File: src/shared/ext_irq_pkg.sv
// Constants, register map and sense encodings for the external pin interrupt unit
package ext_irq_pkg;

    // Register port widths
    localparam int ADDR_W = 8;
    localparam int DATA_W = 8;

    // Register offsets
    localparam logic [7:0] OFS_EXT_ENABLE_MASK  = 8'h3D;
    localparam logic [7:0] OFS_PC_GROUP_CONTROL = 8'h68;
    localparam logic [7:0] OFS_PC_MASK_ZERO     = 8'h6B;
    localparam logic [7:0] OFS_PC_MASK_ONE      = 8'h6C;
    localparam logic [7:0] OFS_PC_MASK_TWO      = 8'h6D;
    localparam logic [7:0] OFS_EXT_SENSE_CTRL   = 8'h70;
    localparam logic [7:0] OFS_EXT_FLAGS        = 8'h71;
    localparam logic [7:0] OFS_PC_FLAGS         = 8'h72;

    // Reset values
    localparam logic [7:0] RST_REG_ZERO = 8'h00;

    // Field positions
    localparam int SENSE_ZERO_POS = 0;
    localparam int SENSE_ONE_POS  = 2;
    localparam int PC_GROUP_W     = 8;
    localparam int PC_ONE_USED    = 7;

    // Pin sampling depth
    localparam int SYNC_STAGES = 3;

    // Sense field encodings
    typedef enum logic [1:0] {
        SENSE_LOW  = 2'h0,
        SENSE_ANY  = 2'h1,
        SENSE_FALL = 2'h2,
        SENSE_RISE = 2'h3
    } sense_mode_t;

endpackage

File: src/hdl/pin_sync.sv
// Three-stage pin sampler with agreement filter and change pulse
`timescale 1ns/1ps
module pin_sync
    import ext_irq_pkg::*;
#(
    parameter int W = 1
)
(
    // Clock and reset
    input  wire logic         core_clk,
    input  wire logic         rstn,
    // Raw pins
    input  wire logic [W-1:0] pin_raw,
    // Filtered level and one-cycle change pulse
    output logic      [W-1:0] level,
    output logic      [W-1:0] toggled
);

    logic [W-1:0] latch_ff;
    logic [W-1:0] sync_a_ff;
    logic [W-1:0] sync_b_ff;
    logic [W-1:0] level_ff;
    logic [W-1:0] toggled_ff;
    logic [2:0]   fill_ff;
    logic [W-1:0] nxt_level;

    // Edges after reset until the chain holds real pin values, plus one to load the level
    localparam logic [2:0] FILL_DONE = 3'(SYNC_STAGES + 1);

    // Latch stage feeds only the next stage
    always_ff @(posedge core_clk or negedge rstn)
    begin
        if (!rstn)
        begin
            latch_ff  <= '0;
            sync_a_ff <= '0;
            sync_b_ff <= '0;
        end
        else
        begin
            latch_ff  <= pin_raw;
            sync_a_ff <= latch_ff;
            sync_b_ff <= sync_a_ff;
        end
    end

    // Accept a new level only once the last two stages agree
    always_comb
    begin
        for (int i = 0; i < W; i++)
            nxt_level[i] = (sync_a_ff[i] == sync_b_ff[i]) ? sync_b_ff[i] : level_ff[i];
    end

    // First settled sample after reset loads without a change pulse,
    // so a pin idling high does not look like an edge after reset
    always_ff @(posedge core_clk or negedge rstn)
    begin
        if (!rstn)
        begin
            level_ff   <= '0;
            toggled_ff <= '0;
            fill_ff    <= 3'h0;
        end
        else
        begin
            level_ff   <= nxt_level;
            toggled_ff <= (fill_ff == FILL_DONE) ? (nxt_level ^ level_ff) : '0;
            if (fill_ff != FILL_DONE)
                fill_ff <= fill_ff + 3'h1;
        end
    end

    assign level   = level_ff;
    assign toggled = toggled_ff;

endmodule

File: src/hdl/edge_sense.sv
// Sense-mode decoder for one dedicated interrupt pin
`timescale 1ns/1ps
module edge_sense
    import ext_irq_pkg::*;
(
    // Mode and sampled pin
    input  wire logic [1:0] sense,
    input  wire logic       level,
    input  wire logic       toggled,
    // I/O clock running
    input  wire logic       run,
    // Edge trigger pulse
    output logic            trig
);

    // edges need running clock
    // Edges count only while the I/O clock runs
    always_comb
    begin
        unique case (sense_mode_t'(sense))
            SENSE_LOW:  trig = 1'b0;
            SENSE_ANY:  trig = run & toggled;
            SENSE_FALL: trig = run & toggled & ~level;
            SENSE_RISE: trig = run & toggled & level;
        endcase
    end

endmodule

File: src/hdl/external_pin_interrupt_unit.sv
// External pin interrupt unit: dedicated pins, pin-change groups, registers
// What this block does
// - Group 2/1/0 requests from inputs 23..16/14..8/7..0
// - Pins trigger even when driven as outputs
// - Pin-change detection runs without the I/O clock
// - Level mode requests while pin stays low
// - Edge detection needs running I/O clock
// - Low level detected without the I/O clock
// - Short level on wake-up gives no request
// - Pin one sense at bits 3:2
// - Pin zero sense at bits 1:0
// - Pins sampled; pulses over two clocks detected
// - Pin enables gated by global enable
// - Pin flag set on edge, cleared by handler/one
// - Pin flag reads zero in level mode
// - Group enables gated by global enable
// - Per-group masks pick contributing inputs
// - Unused register bits read as zero
// - Group flag set on change, cleared by handler/one
// - Mask bit with group enable enables input
`timescale 1ns/1ps
module external_pin_interrupt_unit
    import ext_irq_pkg::*;
(
    // Clock and reset
    input  wire logic              core_clk,
    input  wire logic              rstn,
    // Register port
    input  wire logic [ADDR_W-1:0] reg_addr,
    input  wire logic [DATA_W-1:0] reg_wdata,
    input  wire logic              reg_wr,
    input  wire logic              reg_rd,
    output logic      [DATA_W-1:0] reg_rdata,
    // Core status
    input  wire logic              global_irq_enable,
    input  wire logic              io_clk_run,
    input  wire logic [4:0]        irq_taken,
    // Pins
    input  wire logic              ext_irq_pin_zero,
    input  wire logic              ext_irq_pin_one,
    input  wire logic [23:0]       pin_change_inputs,
    // Requests
    output logic                   ext_req_zero,
    output logic                   ext_req_one,
    output logic                   pc_group_zero_request,
    output logic                   pc_group_one_request,
    output logic                   pc_group_two_request,
    output logic                   wake_request
);

    // Software-visible state
    logic [1:0]  ext_enable_ff;
    logic [2:0]  pc_enable_ff;
    logic [3:0]  sense_ctl_ff;
    logic [7:0]  pc_mask_zero_ff;
    logic [6:0]  pc_mask_one_ff;
    logic [7:0]  pc_mask_two_ff;
    logic [1:0]  ext_flag_ff;
    logic [2:0]  pc_flag_ff;
    logic [DATA_W-1:0] rdata_ff;

    // Request outputs
    logic [1:0]  ext_req_ff;
    logic [2:0]  pc_req_ff;
    logic        wake_ff;

    // Sampled pins and decode
    logic [1:0]  ext_lvl;
    logic [1:0]  ext_tog;
    logic [1:0]  ext_trig;
    logic [1:0]  sense_zero;
    logic [1:0]  sense_one;
    logic [1:0]  level_mode;
    logic [23:0] pc_lvl;
    logic [23:0] pc_tog;
    logic [23:0] pc_mask_all;
    logic [2:0]  pc_hit;
    logic [1:0]  ext_wr_clr;
    logic [2:0]  pc_wr_clr;
    logic        wr_ext_flags;
    logic        wr_pc_flags;

    assign sense_zero = sense_ctl_ff[SENSE_ZERO_POS +: 2];
    assign sense_one  = sense_ctl_ff[SENSE_ONE_POS +: 2];
    assign level_mode = {sense_one == SENSE_LOW, sense_zero == SENSE_LOW};

    // pad level used regardless of direction
    pin_sync #(
        .W(2)
    ) u_ext_sync (
        .core_clk (core_clk),
        .rstn     (rstn),
        .pin_raw  ({ext_irq_pin_one, ext_irq_pin_zero}),
        .level    (ext_lvl),
        .toggled  (ext_tog)
    );

    pin_sync #(
        .W(24)
    ) u_pc_sync (
        .core_clk (core_clk),
        .rstn     (rstn),
        .pin_raw  (pin_change_inputs),
        .level    (pc_lvl),
        .toggled  (pc_tog)
    );

    edge_sense u_sense_zero (
        .sense   (sense_zero),
        .level   (ext_lvl[0]),
        .toggled (ext_tog[0]),
        .run     (io_clk_run),
        .trig    (ext_trig[0])
    );

    edge_sense u_sense_one (
        .sense   (sense_one),
        .level   (ext_lvl[1]),
        .toggled (ext_tog[1]),
        .run     (io_clk_run),
        .trig    (ext_trig[1])
    );

    // masks laid over the 24 inputs, input 15 never contributes
    assign pc_mask_all = {pc_mask_two_ff, 1'b0, pc_mask_one_ff, pc_mask_zero_ff};

    // mask bit together with group enable
    always_comb
    begin
        for (int g = 0; g < 3; g++)
            pc_hit[g] = pc_enable_ff[g]
                      & (|(pc_tog[g*PC_GROUP_W +: PC_GROUP_W]
                         & pc_mask_all[g*PC_GROUP_W +: PC_GROUP_W]));
    end

    // Write-one-to-clear decode
    assign wr_ext_flags = reg_wr && (reg_addr == OFS_EXT_FLAGS);
    assign wr_pc_flags  = reg_wr && (reg_addr == OFS_PC_FLAGS);
    assign ext_wr_clr   = wr_ext_flags ? reg_wdata[1:0] : 2'h0;
    assign pc_wr_clr    = wr_pc_flags ? reg_wdata[2:0] : 3'h0;

    // Control register writes
    always_ff @(posedge core_clk or negedge rstn)
    begin
        if (!rstn)
        begin
            ext_enable_ff   <= RST_REG_ZERO[1:0];
            pc_enable_ff    <= RST_REG_ZERO[2:0];
            sense_ctl_ff    <= RST_REG_ZERO[3:0];
            pc_mask_zero_ff <= RST_REG_ZERO;
            pc_mask_one_ff  <= RST_REG_ZERO[6:0];
            pc_mask_two_ff  <= RST_REG_ZERO;
        end
        else if (reg_wr)
        begin
            unique case (reg_addr)
                OFS_EXT_ENABLE_MASK:  ext_enable_ff   <= reg_wdata[1:0];
                OFS_PC_GROUP_CONTROL: pc_enable_ff    <= reg_wdata[2:0];
                OFS_EXT_SENSE_CTRL:   sense_ctl_ff    <= reg_wdata[3:0];
                OFS_PC_MASK_ZERO:     pc_mask_zero_ff <= reg_wdata;
                OFS_PC_MASK_ONE:      pc_mask_one_ff  <= reg_wdata[PC_ONE_USED-1:0];
                OFS_PC_MASK_TWO:      pc_mask_two_ff  <= reg_wdata;
                default:              ;
            endcase
        end
    end

    // dedicated flags, set wins over clear
    always_ff @(posedge core_clk or negedge rstn)
    begin
        if (!rstn)
            ext_flag_ff <= 2'h0;
        else
        begin
            for (int i = 0; i < 2; i++)
            begin
                if (level_mode[i])
                    ext_flag_ff[i] <= 1'b0;
                else if (ext_trig[i])
                    ext_flag_ff[i] <= 1'b1;
                else if (irq_taken[i] || ext_wr_clr[i])
                    ext_flag_ff[i] <= 1'b0;
            end
        end
    end

    // group flags, set wins over clear
    always_ff @(posedge core_clk or negedge rstn)
    begin
        if (!rstn)
            pc_flag_ff <= 3'h0;
        else
        begin
            for (int g = 0; g < 3; g++)
            begin
                if (pc_hit[g])
                    pc_flag_ff[g] <= 1'b1;
                else if (irq_taken[g+2] || pc_wr_clr[g])
                    pc_flag_ff[g] <= 1'b0;
            end
        end
    end

    // dedicated requests gated by enable and global enable
    // level mode requests while the pin stays low
    // a level gone before the clock returns raises nothing
    always_ff @(posedge core_clk or negedge rstn)
    begin
        if (!rstn)
            ext_req_ff <= 2'h0;
        else
        begin
            for (int i = 0; i < 2; i++)
                ext_req_ff[i] <= global_irq_enable & ext_enable_ff[i]
                               & (level_mode[i] ? (~ext_lvl[i] & io_clk_run)
                                                : ext_flag_ff[i]);
        end
    end

    // group requests gated by enable and global enable
    always_ff @(posedge core_clk or negedge rstn)
    begin
        if (!rstn)
            pc_req_ff <= 3'h0;
        else
            pc_req_ff <= pc_flag_ff & pc_enable_ff & {3{global_irq_enable}};
    end

    // low level wakes without the I/O clock
    // enabled pin changes wake as well
    always_ff @(posedge core_clk or negedge rstn)
    begin
        if (!rstn)
            wake_ff <= 1'b0;
        else
            wake_ff <= (|pc_hit) | (|(ext_enable_ff & level_mode & ~ext_lvl));
    end

    // read mux, unused bits zero, data valid one cycle only
    always_ff @(posedge core_clk or negedge rstn)
    begin
        if (!rstn)
            rdata_ff <= RST_REG_ZERO;
        else if (!reg_rd)
            rdata_ff <= RST_REG_ZERO;
        else
        begin
            unique case (reg_addr)
                OFS_EXT_ENABLE_MASK:  rdata_ff <= {6'h00, ext_enable_ff};
                OFS_PC_GROUP_CONTROL: rdata_ff <= {5'h00, pc_enable_ff};
                OFS_EXT_SENSE_CTRL:   rdata_ff <= {4'h0, sense_ctl_ff};
                OFS_EXT_FLAGS:        rdata_ff <= {6'h00, ext_flag_ff & ~level_mode};
                OFS_PC_FLAGS:         rdata_ff <= {5'h00, pc_flag_ff};
                OFS_PC_MASK_ZERO:     rdata_ff <= pc_mask_zero_ff;
                OFS_PC_MASK_ONE:      rdata_ff <= {1'b0, pc_mask_one_ff};
                OFS_PC_MASK_TWO:      rdata_ff <= pc_mask_two_ff;
                default:              rdata_ff <= RST_REG_ZERO;
            endcase
        end
    end

    // Outputs straight from flops
    assign reg_rdata             = rdata_ff;
    assign ext_req_zero          = ext_req_ff[0];
    assign ext_req_one           = ext_req_ff[1];
    assign pc_group_zero_request = pc_req_ff[0];
    assign pc_group_one_request  = pc_req_ff[1];
    assign pc_group_two_request  = pc_req_ff[2];
    assign wake_request          = wake_ff;
endmodule

File: config.mk
export PLATFORM = sky130hd
export DESIGN_NAME = external_pin_interrupt_unit
export DESIGN_NICKNAME = d
export VERILOG_FILES = /design/src/shared/ext_irq_pkg.sv /design/src/hdl/pin_sync.sv /design/src/hdl/edge_sense.sv /design/src/hdl/external_pin_interrupt_unit.sv
export SDC_FILE = /design/constraint.sdc
export NUM_CORES = 1
export LEC_CHECK = 0
export BUFFER_PORTS_ARGS = -buffer_cell sky130_fd_sc_hd__buf_2
export CAP_MARGIN = 20
export CORE_UTILIZATION = 30
export DETAILED_ROUTE_END_ITERATION = 7
export MAX_ROUTING_LAYER = met4
export PLACE_DENSITY = 0.47
export SKIP_CTS_REPAIR_TIMING = 1
export SLEW_MARGIN = 15
export SYNTH_ARGS = -nofsm -noshare
export SYNTH_HDL_FRONTEND = slang
export SYNTH_SLANG_ARGS = --single-unit
File: constraint.sdc
create_clock -name core_clk -period 2.1 [get_ports core_clk]
set_clock_uncertainty 0.2 [all_clocks]
set_input_delay 0.105 -clock core_clk [delete_from_list [all_inputs] [get_ports core_clk]]
set_output_delay 0.105 -clock core_clk [all_outputs]
set_load 0.01 [all_outputs]
**Word-level counts from Yosys, hierarchy flattened**

Index checks and enable logic that the tools add are counted.

- Add/sub/neg operators: 2
- Equality and inequality tests: 44
- Multiplexer cells: 48
- Bitwise operators: 30
- Reduce and logical (&&, ||, !) cells: 25

Operators with widths:

| kind | count |
|---|---|
| $pmux 8 s8 | 1 |
| $eq 8x7->1 const B | 7 |
| $mux 1 | 40 |
| $eq 1x1->1 | 26 |
| $mux 24 | 1 |
| $reduce_or 8->1 | 3 |
| $xor 24x24->24 | 1 |
| $and 8x8->8 | 2 |
| $and 1x1->1 | 15 |
| $reduce_and 2->1 | 6 |
| $and 8x7->8 | 1 |
| $eq 2x2->1 const B | 4 |
| $eq 8x6->1 const B | 1 |
| $mux 8 | 1 |
| $pmux 1 s4 | 2 |
| $add 3x1->3 const B | 2 |
| $and 2x2->2 | 3 |
| $and 3x3->3 | 2 |
| $eq 3x3->1 const B | 2 |
| $ne 3x3->1 const B | 2 |
| $reduce_bool 2->1 | 3 |
| $reduce_bool 3->1 | 2 |
| $logic_or 1x1->1 | 5 |
| $eq 2x1->1 const B | 2 |
| 10 further kinds | 15 |

- Flip-flop bits (word level): 187
- Input bits: 53
- Output and inout bits: 14
- Word-level logic and storage cells: 176

**Longest topological paths before layout**

Gate-level depths: netlist of run 1.

- Depth after elaboration: 7
- Gate-level depth with buffers: 6
- Depth with buffers taken out: 5

**Modules after synthesis**

Synthesis of run 1 repeated with hierarchy kept, for this count alone.

- Cell total of the unflattened synthesis: 485
- Area, all modules: 7071.8 sq um

Modules (own cells, without submodules):

| module | times used | cells an instance | area an instance (sq um) | seq. area each (sq um) |
|---|---|---|---|---|
| pin_sync (u_pc_sync) | 1 | 231 | 4011.3 | 3078.0 |
| external_pin_interrupt_unit | 1 | 217 | 2543.7 | 1276.2 |
| pin_sync (u_ext_sync) | 1 | 31 | 459.2 | 325.3 |
| edge_sense | 2 | 3 | 28.8 | 0.0 |

**Worst setup path after synthesis of run 1**

Ideal clock, no wire load.

- Kind: input-to-reg
- From: input reg_addr[3]
- To: register pc_flag_ff[1]
- Setup time: 0.122 ns
- Arrival time: 1.218 ns
- Required time: 1.778 ns
- Setup slack: 0.560 ns
- Stages: 5
- Path buffers: 1
- Path through: buf_2 > and4bb_4 > and4b_1 > nand3_1 > a32o_1

- Longest elaborated chain between the ends: 5

Ends and longest elaborated chain:

| item | line | text |
|---|---|---|
| start: declaration | external_pin_interrupt_unit.sv:29 | `input wire logic [ADDR_W-1:0] reg_addr,` |
| $eq 8x7->1 | external_pin_interrupt_unit.sv:138 | `assign wr_pc_flags = reg_wr && (reg_addr == OFS_PC_FLAGS);` |
| $logic_and 1x1->1 | external_pin_interrupt_unit.sv:138 |  |
| $mux 3 | external_pin_interrupt_unit.sv:140 | `assign pc_wr_clr = wr_pc_flags ? reg_wdata[2:0] : 3'h0;` |
| $logic_or 1x1->1 | external_pin_interrupt_unit.sv:198 | `else if (irq_taken[g+2] \|\| pc_wr_clr[g])` |
| $reduce_bool 2->1 (no source line) | n/a |  |
| end signal: assignment | external_pin_interrupt_unit.sv:191 | `pc_flag_ff <= 3'h0;` |
| end signal: indexed assignment | external_pin_interrupt_unit.sv:197 | `pc_flag_ff[g] <= 1'b1;` |
| end signal: indexed assignment | external_pin_interrupt_unit.sv:199 | `pc_flag_ff[g] <= 1'b0;` |
| end: declaration | external_pin_interrupt_unit.sv:59 | `logic [2:0] pc_flag_ff;` |

Every way passes these cells.
A chain may end at the register's enable or synchronous reset.

**Final worst setup path of run 1**

- From: input reg_addr[7]
- To: register rdata_ff[4] (netlist: reg_rdata[4])

- Longest elaborated chain between the ends: 3
- Elaborated cells between the ends (all ways): 10
- Classes of those cells: eq/ne: 8; mux: 2

Ends and longest elaborated chain:

| item | line | text |
|---|---|---|
| $eq 8x7->1 or $eq 8x6->1 (tied branches) | external_pin_interrupt_unit.sv:248 | `unique case (reg_addr)` |
| $pmux 8 s8 (*) | external_pin_interrupt_unit.sv:248 |  |
| $mux 8 (*) | external_pin_interrupt_unit.sv:244 | `else if (!reg_rd)` |
| end signal: assignment | external_pin_interrupt_unit.sv:249 | `OFS_EXT_ENABLE_MASK: rdata_ff <= {6'h00, ext_enable_ff};` |
| end signal: assignment | external_pin_interrupt_unit.sv:250 | `OFS_PC_GROUP_CONTROL: rdata_ff <= {5'h00, pc_enable_ff};` |
| end signal: assignment | external_pin_interrupt_unit.sv:251 | `OFS_EXT_SENSE_CTRL: rdata_ff <= {4'h0, sense_ctl_ff};` |
| end: declaration | external_pin_interrupt_unit.sv:60 | `logic [DATA_W-1:0] rdata_ff;` |

Every way passes the cells marked *; elsewhere a longest branch is shown, timed or not.

==> impl.org, run 1 <==
** Outcome
- The flow ran to the end, but the final reports show violations.
- Violated checks :: DRC, hold timing

** STA
- Fin Hold WS :: -0.03373 ns
- In the post-route analysis, the smallest setup slack over all paths is 0.08649 ns.
- Setup violations remaining at the end of the flow were counted as 0.
- The number of endpoints with negative hold slack in the final report was 39.
- RSZ-0062 raised after global routing :: false
- Final count of pins violating max slew :: 0
- Based on the critical path, the design can be clocked at up to 496.6 MHz.
- Dividing the final minimum period by the clock period gives 0.9588.
- For the pin with the worst max-slew slack, the measured transition is 0.6202 ns.
- The worst pin sits at a relative slew slack of 0.5838.
- Setup TNS Final :: 0 ns
- Minimum period implied by the final worst setup slack :: 2.014 ns

** Drt
- Dividing the detail-routed via count by the number of cells gives 4.596.
- In the detailed route, the total length drawn on met2 is 6714 um.
- For this run, design rule violations remaining after detail routing come to 6.
- The detail route stage leaves a number of antenna-violating nets equal to 0.
- Highest Signal Layer :: met4
- TritonRoute pass-1 iters :: 6
- Via count of the routed design :: 4,329
- DRT iter0 DRCs :: 225
- Wire length per cell :: 14.86 um
- The routed design uses 546 um of met3 wire.
- Detailed-routing wirelength on met1 :: 6556 um
- Final WL :: 14,000 um

** Hold path
- Worst Hold Class :: input pin to asynchronous set/reset pin

** Clock network
- Reg clk slew, reported paths :: 0.07 ns
- TritonCTS clock tree :: done
- Counting the buffers created by CTS gives 17.
- Number of sinks on the clock net :: 182
- CTS placed an instance of sky130_fd_sc_hd__clkbuf_16 at the clock tree root.
- The H-tree was split into 4 levels.
- In this run the deepest clock path goes through 2 buffers.
- For the worst-skew pair, the clock arrives at the later sink with an insertion delay of 0.43 ns.

** Placed design
- In this run the cell area measured after placement is 7498 um2.
- Weighted congestion at the end of routability-driven global placement :: 0.8368
- OpenSTA, run right after detailed placement, puts the worst setup slack at 0.2750 ns.
- Detailed placement HPWL :: 9836 um
- The count of buffers added on input and output ports is 65.

** GRT
- Largest net degree at the start of global routing :: 65
- In the global route stage, overall resource usage came out at 0.1330.
- The initial antenna violation count is 0.
- After global routing the overflow that remains totals 0.
- Vias in the first global route :: 4,334
- First-pass GRT wire length :: 23,240 um

** Floorplanning
- In this run the horizontal extent of the chip is 152.7 um.
- Floorplan die area :: 23,320 um2
- Y dimension of the die :: 152.7 um
- The floorplan step defined a core boundary enclosing 22,030 um2.
- Initial core utilization :: 0.3093
- The floorplan has 54 rows.
- In this run the count of I/O pins placed on the die edge is 67.

** Synth
- Async S/R FF share, synth :: 1.000
- Cell Area, Synth :: 6813 um2
- Mean instance size in the synthesized netlist :: 13.10 um2
- The number of nets handed over by synthesis was 577.
- Flops & latches, synth :: 182
- Yosys printed 0 warnings.
- Cell count after synthesis :: 520
- In this run, synthesis inferred 0 flip-flops with an integrated enable.
- Sequential-to-total area share from yosys stat :: 0.6685
- Count of different cell masters after synthesis :: 56
- The most used flip-flop cell after synthesis is sky130_fd_sc_hd__dfrtp_1.

** Critical path
- Reg-to-Reg End :: ext_flag_ff[0]
- Maximum net fanout on the critical path :: 8
- Arrival time reported for the critical path endpoint :: 2.17 ns
- Depth of the worst register-to-register path :: 4
- Tracing the worst setup path back leads to its startpoint at reg_addr[7].
- Following the worst setup path forward leads to its endpoint at reg_rdata[4].
- Type of destination of the critical path :: flop
- Flop-to-flop setup slack :: 0.25 ns
- Worst setup SP type :: input pin
- STA puts the critical path data required time at 2.26 ns.
- Crit Path Class :: input pin to flop
- The startpoint identified for the worst register-to-register timing path is u_ext_sync.level[0].

** Power
- Power comes to 7556 uW.
- The analysis attributes to net switching a power of 1772 uW.
- Cell internal power was estimated by the tool at 5784 uW.
- Of the total power, combinational logic draws 0.060.
- Power density relative to cell area :: 879.6 nW/um2
- VDD sags by at most 0.5339 mV.
- Of the total power, the clock network draws 0.431.
- Of the total power, the share spent switching nets is 0.2345.
- Summed over all cells, the static leakage comes to 0.003933 uW.
- Of the total power, registers draw 0.509.

** Job
- Maxcap violations :: 0

** Layout
- 0 antenna diodes ended up in the layout.
- Most frequent cells in the layout :: 182 x sky130_fd_sc_hd__dfrtp_1, 87 x sky130_fd_sc_hd__nor2_1, 64 x sky130_fd_sc_hd__buf_2, 48 x sky130_fd_sc_hd__dlygate4sd3_1
- The final layout contains 706 nets.
- Of the cells placed in the final design, the portion with a size suffix greater than 1 is 0.2236.
- Finished Cell Area :: 8591 um2
- Leaving out fill and tap cells, the most frequent cell in the layout is sky130_fd_sc_hd__dfrtp_1.
- P&R area growth vs syn :: 26.10%
==> how the worst min path moves through the flow <==
stage / cells past startpoint / from / end
2_1_floorplan: 0 / rstn / ext_enable_ff[0]
3_3_place_gp: 1 / rstn / u_pc_sync.latch_ff[8]
3_5_place_dp: 1 / rstn / u_pc_sync.latch_ff[8]
4_1_cts: 1 / rstn / u_pc_sync.latch_ff[8]
5_1_grt: 2 / rstn / u_pc_sync.latch_ff[5]
6_report: 2 / rstn / u_pc_sync.latch_ff[8]
==> critical path, stage by stage <==
cell and delay (ns):
sky130_fd_sc_hd__dlygate4sd3_1 0.53, sky130_fd_sc_hd__buf_2 0.15, sky130_fd_sc_hd__nor2b_1 0.24, sky130_fd_sc_hd__o2111ai_2 0.31, sky130_fd_sc_hd__dlygate4sd3_1 0.69, sky130_fd_sc_hd__a21oi_1 0.13
==> cell type report <==
class | instances | area (um2)
well taps | 280 | 350.3
multi-input cells | 319 | 2155
clock buffers | 19 | 452.9
repair buffers | 119 | 882.1
clock inverters | 13 | 158.9
flip-flops and latches | 182 | 4554
fillers | 2133 | 13440
inverters | 10 | 37.54
==> registers in the layout, indices dropped and copies added, names as in the netlist, 7 cells and up <==
name                 flops
u_pc_sync.latch_ff      23
pc_mask_one_ff           7
u_pc_sync.sync_a_ff     23
u_pc_sync.level         23
u_pc_sync.toggled       23
pc_mask_zero_ff          8
reg_rdata                8
u_pc_sync.sync_b_ff     23
pc_mask_two_ff           8
==> cells in the mapped netlist, types with 2 or more instances <==
cell type,count,share of area
sky130_fd_sc_hd__nand3_1,7,0.0051
sky130_fd_sc_hd__mux2_4,8,0.018
sky130_fd_sc_hd__ha_1,4,0.0073
sky130_fd_sc_hd__nor3b_1,2,0.0022
sky130_fd_sc_hd__nand3b_1,5,0.0055
sky130_fd_sc_hd__nand4_1,3,0.0028
sky130_fd_sc_hd__dfrtp_1,182,0.67
sky130_fd_sc_hd__maj3_1,22,0.032
sky130_fd_sc_hd__xnor2_1,4,0.0051
sky130_fd_sc_hd__a222oi_1,6,0.0088
sky130_fd_sc_hd__buf_2,2,0.0015
sky130_fd_sc_hd__a221oi_1,2,0.0026
sky130_fd_sc_hd__a21oi_1,38,0.028
sky130_fd_sc_hd__nand2b_1,4,0.0037
sky130_fd_sc_hd__a32oi_1,3,0.0039
sky130_fd_sc_hd__and3_1,3,0.0028
sky130_fd_sc_hd__o21ai_0,4,0.0029
sky130_fd_sc_hd__nand2_1,38,0.021
sky130_fd_sc_hd__nor2b_1,4,0.0037
sky130_fd_sc_hd__mux2_2,24,0.040
sky130_fd_sc_hd__nor2_1,87,0.048
sky130_fd_sc_hd__a32o_1,4,0.0059
sky130_fd_sc_hd__and4b_1,2,0.0029
sky130_fd_sc_hd__buf_4,3,0.0033
sky130_fd_sc_hd__clkbuf_1,2,0.0011
sky130_fd_sc_hd__inv_1,10,0.0055
sky130_fd_sc_hd__a22oi_1,16,0.018
sky130_fd_sc_hd__or3b_1,2,0.0026
sky130_fd_sc_hd__nor3_1,2,0.0015
==> cells by family (layout without fill, tap and decap cells) <==
kind of cell / Yosys count / count (layout) / share of synthesized area
DFF: 182 / 182 / 0.6685
and+or+nand+nor: 174 / 174 / 0.1317
AOI/OAI and AO/OA: 82 / 82 / 0.08099
muxes: 33 / 33 / 0.05877
adders and majority gates: 26 / 26 / 0.03967
buffers and inverters: 19 / 161 / 0.01524
xor gates and xnor gates: 4 / 4 / 0.005142
==> through the flow <==
stage | hold slack (ns) | utilization | std cells
after detailed placement | -0.1433 | 0.3404 | 862
after global placement | -0.1532 | 0.3404 | 862
after floorplan | -0.3906 | - | 520
final | -0.03373 | 0.3900 | 942
after CTS | -0.6081 | 0.3682 | 894
after global routing | -0.006393 | 0.3900 | 942
==> per-layer routing <==
layer,global-route usage,vias to the layer above
met2,0.2018,75
met3,0.03612,15
li1,-,2095
met4,0.04570,0
met5,-,-
met1,0.1711,2144
==> power groups by stage <==
stage,logic (uW),registers (uW),clock network [uW]
global route,513,3870,3530
floorplan,210,3870,0
detailed placement,397,3910,0
finish,453,3850,3260
global placement,386,3900,0
CTS,400,3850,3370
Power figures use the tool's default switching activity.
==> inputs of run 2 (changes only) <==
--- a/config.mk
+++ b/config.mk
@@ -7,10 +7,11 @@
 export LEC_CHECK = 0
 export BUFFER_PORTS_ARGS = -buffer_cell sky130_fd_sc_hd__buf_2
 export CAP_MARGIN = 20
+export CORE_ASPECT_RATIO = 2
 export CORE_UTILIZATION = 30
 export DETAILED_ROUTE_END_ITERATION = 7
 export MAX_ROUTING_LAYER = met4
-export PLACE_DENSITY = 0.47
+export PLACE_DENSITY = 0.48
 export SKIP_CTS_REPAIR_TIMING = 1
 export SLEW_MARGIN = 15
 export SYNTH_ARGS = -nofsm -noshare
==> run 2 against run 1 <==
Compared with the run above:
- utilization is 0.17 points lower
- the flow now finishes without violations
- first-iteration DRC count is 0.89% higher
- final cell count is 0.11% higher
- global-route usage is 0.83 points higher
- via count is 2.4% higher
- combinational power is 3% higher
- sequential share of layout area is 0.085 points lower
- routed wire length is 6.9% higher
- cell area is 0.16% higher
==> impl.org, run 2 (synthesis gave the netlist of run 1 again) <==
** STA
- The number of endpoints with negative hold slack in the final report is 0.
- Dividing the final minimum period by the clock period gives 0.9615.
- Relative max-transition margin :: 0.5960
- Setup repair after global routing left no endpoint under its margin.
- Minimum period implied by the final worst setup slack :: 2.019 ns
- Fin Hold WS :: 0.01145 ns
- Based on the critical path, the design can be clocked at up to 495.3 MHz.
- The final-report max-slew violation count is 0.
- Slew at the pin closest to its max-slew limit :: 0.6059 ns
- In the final timing run, aggregate negative setup slack is 0 ns.
- Setup-violating endpoint count in the final report :: 0
- In the post-route analysis, the smallest setup slack over all paths is 0.08087 ns.

** Critical path
- Depth of the worst register-to-register path :: 4
- Reg2reg start :: pc_mask_two_ff[5]
- Worst setup SP type :: flop
- The setup path with the least slack is of type flop to flop.
- Arrival time reported for the critical path endpoint :: 2.13 ns
- The worst register-to-register path has a setup slack of 0.08 ns.
- The critical path ends at pc_flag_ff[2].
- The critical path starts at pc_mask_two_ff[5].
- Along the worst path, the maximum fanout reaches 3.
- Worst path required time :: 2.21 ns
- Type of destination of the critical path :: flop
- In this run the critical register-to-register path is captured at pc_flag_ff[2].

** Placed design
- OpenSTA, run right after detailed placement, puts the worst setup slack at 0.3274 ns.
- Number of cells in the design after placement :: 862
- Weighted congestion at the end of routability-driven global placement :: 0.8443
- Number of input and output port buffers inserted :: 65
- Detailed placement HPWL :: 10,880 um

** Layout
- Leaving out fill and tap cells, the most frequent cells in the layout are 182 x sky130_fd_sc_hd__dfrtp_1, 87 x sky130_fd_sc_hd__nor2_1, 64 x sky130_fd_sc_hd__buf_2, 50 x sky130_fd_sc_hd__dlygate4sd3_1.
- P&R area growth vs syn :: 26.30%
- Of the cells placed in the final design, the portion with a size suffix greater than 1 is 0.2204.
- Once layout is complete, the cells apart from fillers number 943.
- Number of filler cells placed in the layout :: 2,117
- The repair_antennas step left the layout with diodes totalling 0.
- Nets :: 712
- The library cell used most frequently in the layout, excluding fill and tap cells, is sky130_fd_sc_hd__dfrtp_1.

** GRT
- Total global routing overflow :: 0
- In the global route stage, overall resource usage came out at 0.1413.
- Vias in the first global route :: 4,398
- Initial antenna violation count :: 0
- The first global-routing pass estimated 23,310 um of wire.
- Entering global routing, the biggest net connects 58 pins.

** Job
- Across the run, the number of max-cap violations was 0.

** Power
- In this run the power density over the cells is 860.6 nW/um2.
- In this run the static leakage power is 0.003946 uW.
- The worst-case IR drop observed on VDD is 0.3544 mV.

** Floorplanning
- The floorplan step defined a die boundary enclosing 23,350 um2.
- Initial core utilization :: 0.3075
- Number of placed I/O pins :: 67
- After floorplanning, the core was divided into 77 placement rows.
- The floorplan step defined a core boundary enclosing 22,160 um2.
- Y dimension of the die :: 215.1 um
- Die extent in x :: 108.6 um

** Drt
- Final WL :: 14,970 um
- Number of remaining DRC errors :: 0
- The pre-antenna-repair detailed-routing pass consisted of 4 iterations.
- The first routing iteration left 227 violations.
- The routed layout has 4,432 vias.
- Residual antenna-violating net count after detailed routing :: 0
- Wire length per cell :: 15.87 um
- After detailed routing, the number of vias per cell comes to 4.700.

** Clock network
- TritonCTS clock tree :: done
- Number of sinks on the clock net :: 182
- Number of buffers on the longest clock path :: 2
- The tree is rooted in a sky130_fd_sc_hd__clkbuf_16.
- Clock-pin slew was measured on the worst setup and hold paths at 0.07 ns.
- The H-tree generated during clock tree synthesis spans 4 levels.
- Insertion delay to the later sink of the worst-skew pair :: 0.43 ns
- Clock tree synthesis inserted a total of 17 buffers.

** Hold path
- The path class of the tightest hold or removal check is input pin to asynchronous set/reset pin.

** Outcome
- The run finished with clean final reports.
[run 2: changes by cell type in the layout (fill, tap and decap cells not counted), sizes merged]
| cell | previous run | this run |
|---|---|---|
| dlygate4sd3 | 48 | 50 |
| clkbuf | 19 | 23 |
| clkinv | 4 | 5 |
| buf | 71 | 75 |
| inv | 16 | 10 |
[run 2: power breakdown]
part           internal (uW)  total [uW]  switching [uW]
clock                   1810        3080            1280
combinational            231         468             236
sequential              3700        3850             148
[run 2: layout make-up]
class                      instances  area [um2]  share of cell area
inverter                          10       37.54            0.004362
clock buffer                      23       467.9             0.05438
sequential                       182        4554              0.5293
clock inverter                     8       100.1             0.01163
timing repair buffer             125       944.7              0.1098
multi-input combinational        319        2155              0.2504
tap                              276       345.3             0.04013
[run 2: routing by layer]
metal,track usage,part of all wire,vias to the layer above
met5,-,0,-
li1,-,-,2094
met2,0.2384,0.54,116
met1,0.1346,0.37,2181
met4,0.1014,0.059,0
met3,0.03882,0.035,41
[run 2: worst min-delay path by stage]
| stage | from | endpoint | slack (ns) | depth (start not counted) |
|---|---|---|---|---|
| after detailed placement | rstn | u_ext_sync.fill_ff[2] | -0.06 | 1 |
| after CTS | rstn | u_ext_sync.sync_b_ff[0] | -0.54 | 1 |
| final | rstn | u_ext_sync.fill_ff[0] | 0.01 | 2 |
| after global placement | rstn | u_ext_sync.fill_ff[2] | -0.07 | 1 |
| after floorplan | rstn | ext_enable_ff[0] | -0.39 | 0 |
| after global routing | rstn | u_ext_sync.fill_ff[1] | 0.04 | 2 |
[run 2: worst max-delay path, cell delays in order, from the launching register on]
cell and delay [ns]:
sky130_fd_sc_hd__dfrtp_1 0.43, sky130_fd_sc_hd__a22oi_1 0.19, sky130_fd_sc_hd__nand4_1 0.25, sky130_fd_sc_hd__a32o_1 0.28, sky130_fd_sc_hd__dlygate4sd3_1 0.56
[run 2: metrics by stage]
step	total power, uW	instance area, um2	utilization
floorplan	4078	6813	-
global placement	4311	7536	0.3401
detailed placement	4331	7536	0.3401
CTS	7451	8104	0.3657
global route	7733	8605	0.3883
finish	7405	8605	0.3883
==> inputs of run 3 (changes only) <==
--- a/config.mk
+++ b/config.mk
@@ -10,10 +10,8 @@
 export CORE_ASPECT_RATIO = 2
 export CORE_UTILIZATION = 30
 export DETAILED_ROUTE_END_ITERATION = 7
-export MAX_ROUTING_LAYER = met4
 export PLACE_DENSITY = 0.48
 export SKIP_CTS_REPAIR_TIMING = 1
-export SLEW_MARGIN = 15
 export SYNTH_ARGS = -nofsm -noshare
 export SYNTH_HDL_FRONTEND = slang
 export SYNTH_SLANG_ARGS = --single-unit
==> run 3 against run 2 <==
Compared with the run above:
- register-to-register slack improved by 0.04 ns
- largest power group unchanged
- fmax increased by 2.0%
- cell area up 0.32%
- first-iteration DRC count up 5.7%
- largest cell class unchanged
- routed wire length is 0.73% lower
==> impl.org, run 3 (synthesis gave the netlist of run 1 again) <==
** Critical path
- Setup slack on the worst reg-to-reg path comes out at 0.12 ns.
- Crit-path slowest cell :: sky130_fd_sc_hd__dlygate4sd3_1
- Reg-to-Reg End :: pc_flag_ff[0]
- STA classifies the critical path endpoint as a flop.
- In this run the critical register-to-register path is launched from pc_mask_zero_ff[0].
- Broken down by cell family, the worst path's largest delay share belongs to compound AO/OA/AOI/OAI gates.
- Maximum net fanout on the critical path :: 3
- Depth of the worst register-to-register path :: 4
- The critical path goes through a22oi_1 > a41oi_1 > a31o_2 > dlygate4sd3_1.
- Worst path required time :: 2.21 ns
- Data arrives at the worst endpoint at 2.09 ns.
- The number of buffers and inverters on the critical path is 1.
- Delay of the slowest critical-path stage :: 0.55 ns
- By startpoint and endpoint, the worst setup path is classified as flop to flop.
- STA classifies the critical path startpoint as a flop.

** GRT
- The total overflow left after global routing is 0.
- The first global-routing pass estimated 23,320 um of wire.
- Largest net degree at the start of global routing :: 60
- The initial antenna violation count is 0.
- For this run, the total global-route usage over all layers was measured as 0.1354.
- The number of global-route vias before repair is 4,436.

** Clock network
- CTS H-Tree Depth :: 4
- Clock-pin slew was measured on the worst setup and hold paths at 0.07 ns.
- The tree built by TritonCTS fans out to 182 sinks.
- TritonCTS built the clock tree.
- Insertion delay to the later sink of the worst-skew pair :: 0.43 ns
- Clk root buf :: sky130_fd_sc_hd__clkbuf_16
- The clock passes through at most 2 buffers.
- CTS Buf Count :: 17

** Job
- Maxcap violations :: 0

** Drt
- For this block, wires on met1 add up to 5545 um.
- After detailed routing, the number of vias per cell comes to 4.641.
- Wire length per cell :: 15.72 um
- Final WL :: 14,860 um
- The detailed router finished its first iteration with 240 violations.
- Residual antenna-violating net count after detailed routing :: 0
- Met3 layer wire length in the routed design :: 463 um
- For this run, design rule violations remaining after detail routing come to 0.
- Summed over all nets, wire length on met2 after detailed routing comes to 7943 um.
- Highest Signal Layer :: met4
- TritonRoute pass-1 iters :: 5
- Summing over every cut layer, the via total after detailed routing is 4,386.

** Placed design
- Detailed placement finished with a half-perimeter wire length of 10,810 um.
- Number of input and output port buffers inserted :: 65
- Weighted congestion at the end of routability-driven global placement :: 0.8747
- Post-Place Setup Slack :: 0.2932 ns
- Number of cells in the design after placement :: 864

** Layout
- The multi-input combinational cells in the finished layout cover a total of 2155 um2.
- Nets :: 713
- Counting the fill cells in the layout gives 2,155.
- In the layout the commonest cells are 182 x sky130_fd_sc_hd__dfrtp_1, 87 x sky130_fd_sc_hd__nor2_1, 64 x sky130_fd_sc_hd__buf_2, 49 x sky130_fd_sc_hd__dlygate4sd3_1.
- The repair_antennas step left the layout with diodes totalling 0.
- The count of cells in the finished layout, fillers not included, comes to 945.
- Leaving out fill and tap cells, the most frequent cell in the layout is sky130_fd_sc_hd__dfrtp_1.
- P&R area growth vs syn :: 26.70%
- Share of final-layout standard cells stronger than drive strength 1 :: 0.2272
- FF+latch area :: 4554 um2

** Floorplanning
- The die is 215.1 um tall.
- Floorplan die area :: 23,350 um2
- The die is 108.6 um wide.
- Number of placed I/O pins :: 67
- Core Region :: 22,160 um2
- Standard-cell row count :: 77
- Initial core utilization :: 0.3075

** Power
- The design draws 7509 uW.
- Of the total power, the clock network draws 0.425.
- Sw Ratio :: 0.2274
- Pleak :: 0.003956 uW
- Cell internal pwr :: 5802 uW
- Summed over all nets, the switching power comes to 1707 uW.
- IR analysis of the VDD net gives a maximum drop of 0.4883 mV.
- Comb power frac :: 0.062
- Power density relative to cell area :: 869.9 nW/um2
- Sequential power share :: 0.513

** STA
- Final-report hold violation count :: 0
- Portion of the clock cycle consumed by the worst path in the final layout :: 0.9425
- Setup TNS Final :: 0 ns
- In this run the tightest slew margin relative to its limit is 0.5951.
- The final-report max-slew violation count was 0.
- Subtracting the final worst setup slack from the clock period gives 1.979 ns.
- Based on the critical path, the design can be clocked at up to 505.3 MHz.
- Setup-violating endpoint count in the final report :: 0
- Slew at the pin closest to its max-slew limit :: 0.6033 ns
- Final setup slack of the worst path :: 0.1208 ns
- Setup repair after global routing left no endpoint under its margin.

** Hold path
- End point of the worst hold path :: reg_rdata[0]
- The startpoint identified for the worst hold timing path is reg_addr[7].
- Counting instances, the worst hold path has a depth of 4.
- Worst Hold Class :: input pin to flop

** Outcome
- The run finished with clean final reports.
[run 3: through the flow]
stage / hold WS [ns] / area (um2) / util
after floorplan: -0.3906 / 6813 / -
after global placement: -0.07059 / 7551 / 0.3408
after detailed placement: -0.06528 / 7551 / 0.3408
after CTS: -0.5363 / 8142 / 0.3674
after global routing: 0.006049 / 8632 / 0.3896
final: 0.007992 / 8632 / 0.3896
[run 3: routing by layer]
| metal | GRT usage | vias up |
|---|---|---|
| met4 | 0.1014 | 0 |
| li1 | - | 2101 |
| met5 | 0 | - |
| met2 | 0.2373 | 114 |
| met1 | 0.1350 | 2130 |
| met3 | 0.03063 | 41 |
[run 3: cell type report]
cell class | instances | share of cell area
sequential | 182 | 0.5276
multi-input combinational | 319 | 0.2496
timing repair buffer | 126 | 0.1100
clock buffer | 19 | 0.05015
tap | 276 | 0.04001
clock inverter | 13 | 0.01826
inverter | 10 | 0.004348
[run 3: tightest hold or removal path: stages]
cell                      delay, ns
sky130_fd_sc_hd__buf_2         0.14
sky130_fd_sc_hd__nor2b_1       0.09
sky130_fd_sc_hd__nand3_1       0.12
sky130_fd_sc_hd__a32oi_1       0.12
[run 3: how the worst max path moves through the flow]
stage | from | endpoint | slack [ns] | cells past startpoint
3_3_place_gp | reg_addr[7] | reg_rdata[1] | 0.26 | 5
3_5_place_dp | reg_addr[7] | reg_rdata[1] | 0.29 | 5
6_report | pc_mask_zero_ff[0] | pc_flag_ff[0] | 0.12 | 4
5_1_grt | pc_mask_zero_ff[2] | pc_flag_ff[0] | 0.04 | 4
4_1_cts | sense_ctl_ff[3] | reg_rdata[1] | 0.31 | 5
2_1_floorplan | reg_addr[3] | pc_flag_ff[1] | 0.56 | 5
[run 3: power groups by stage]
stage          Combinational, uW  Sequential (uW)  Clock, uW
6_report                     468             3850       3190
3_3_place_gp                 402             3910          0
3_5_place_dp                 414             3920          0
5_1_grt                      525             3880       3440
4_1_cts                      417             3850       3290
2_1_floorplan                210             3870          0
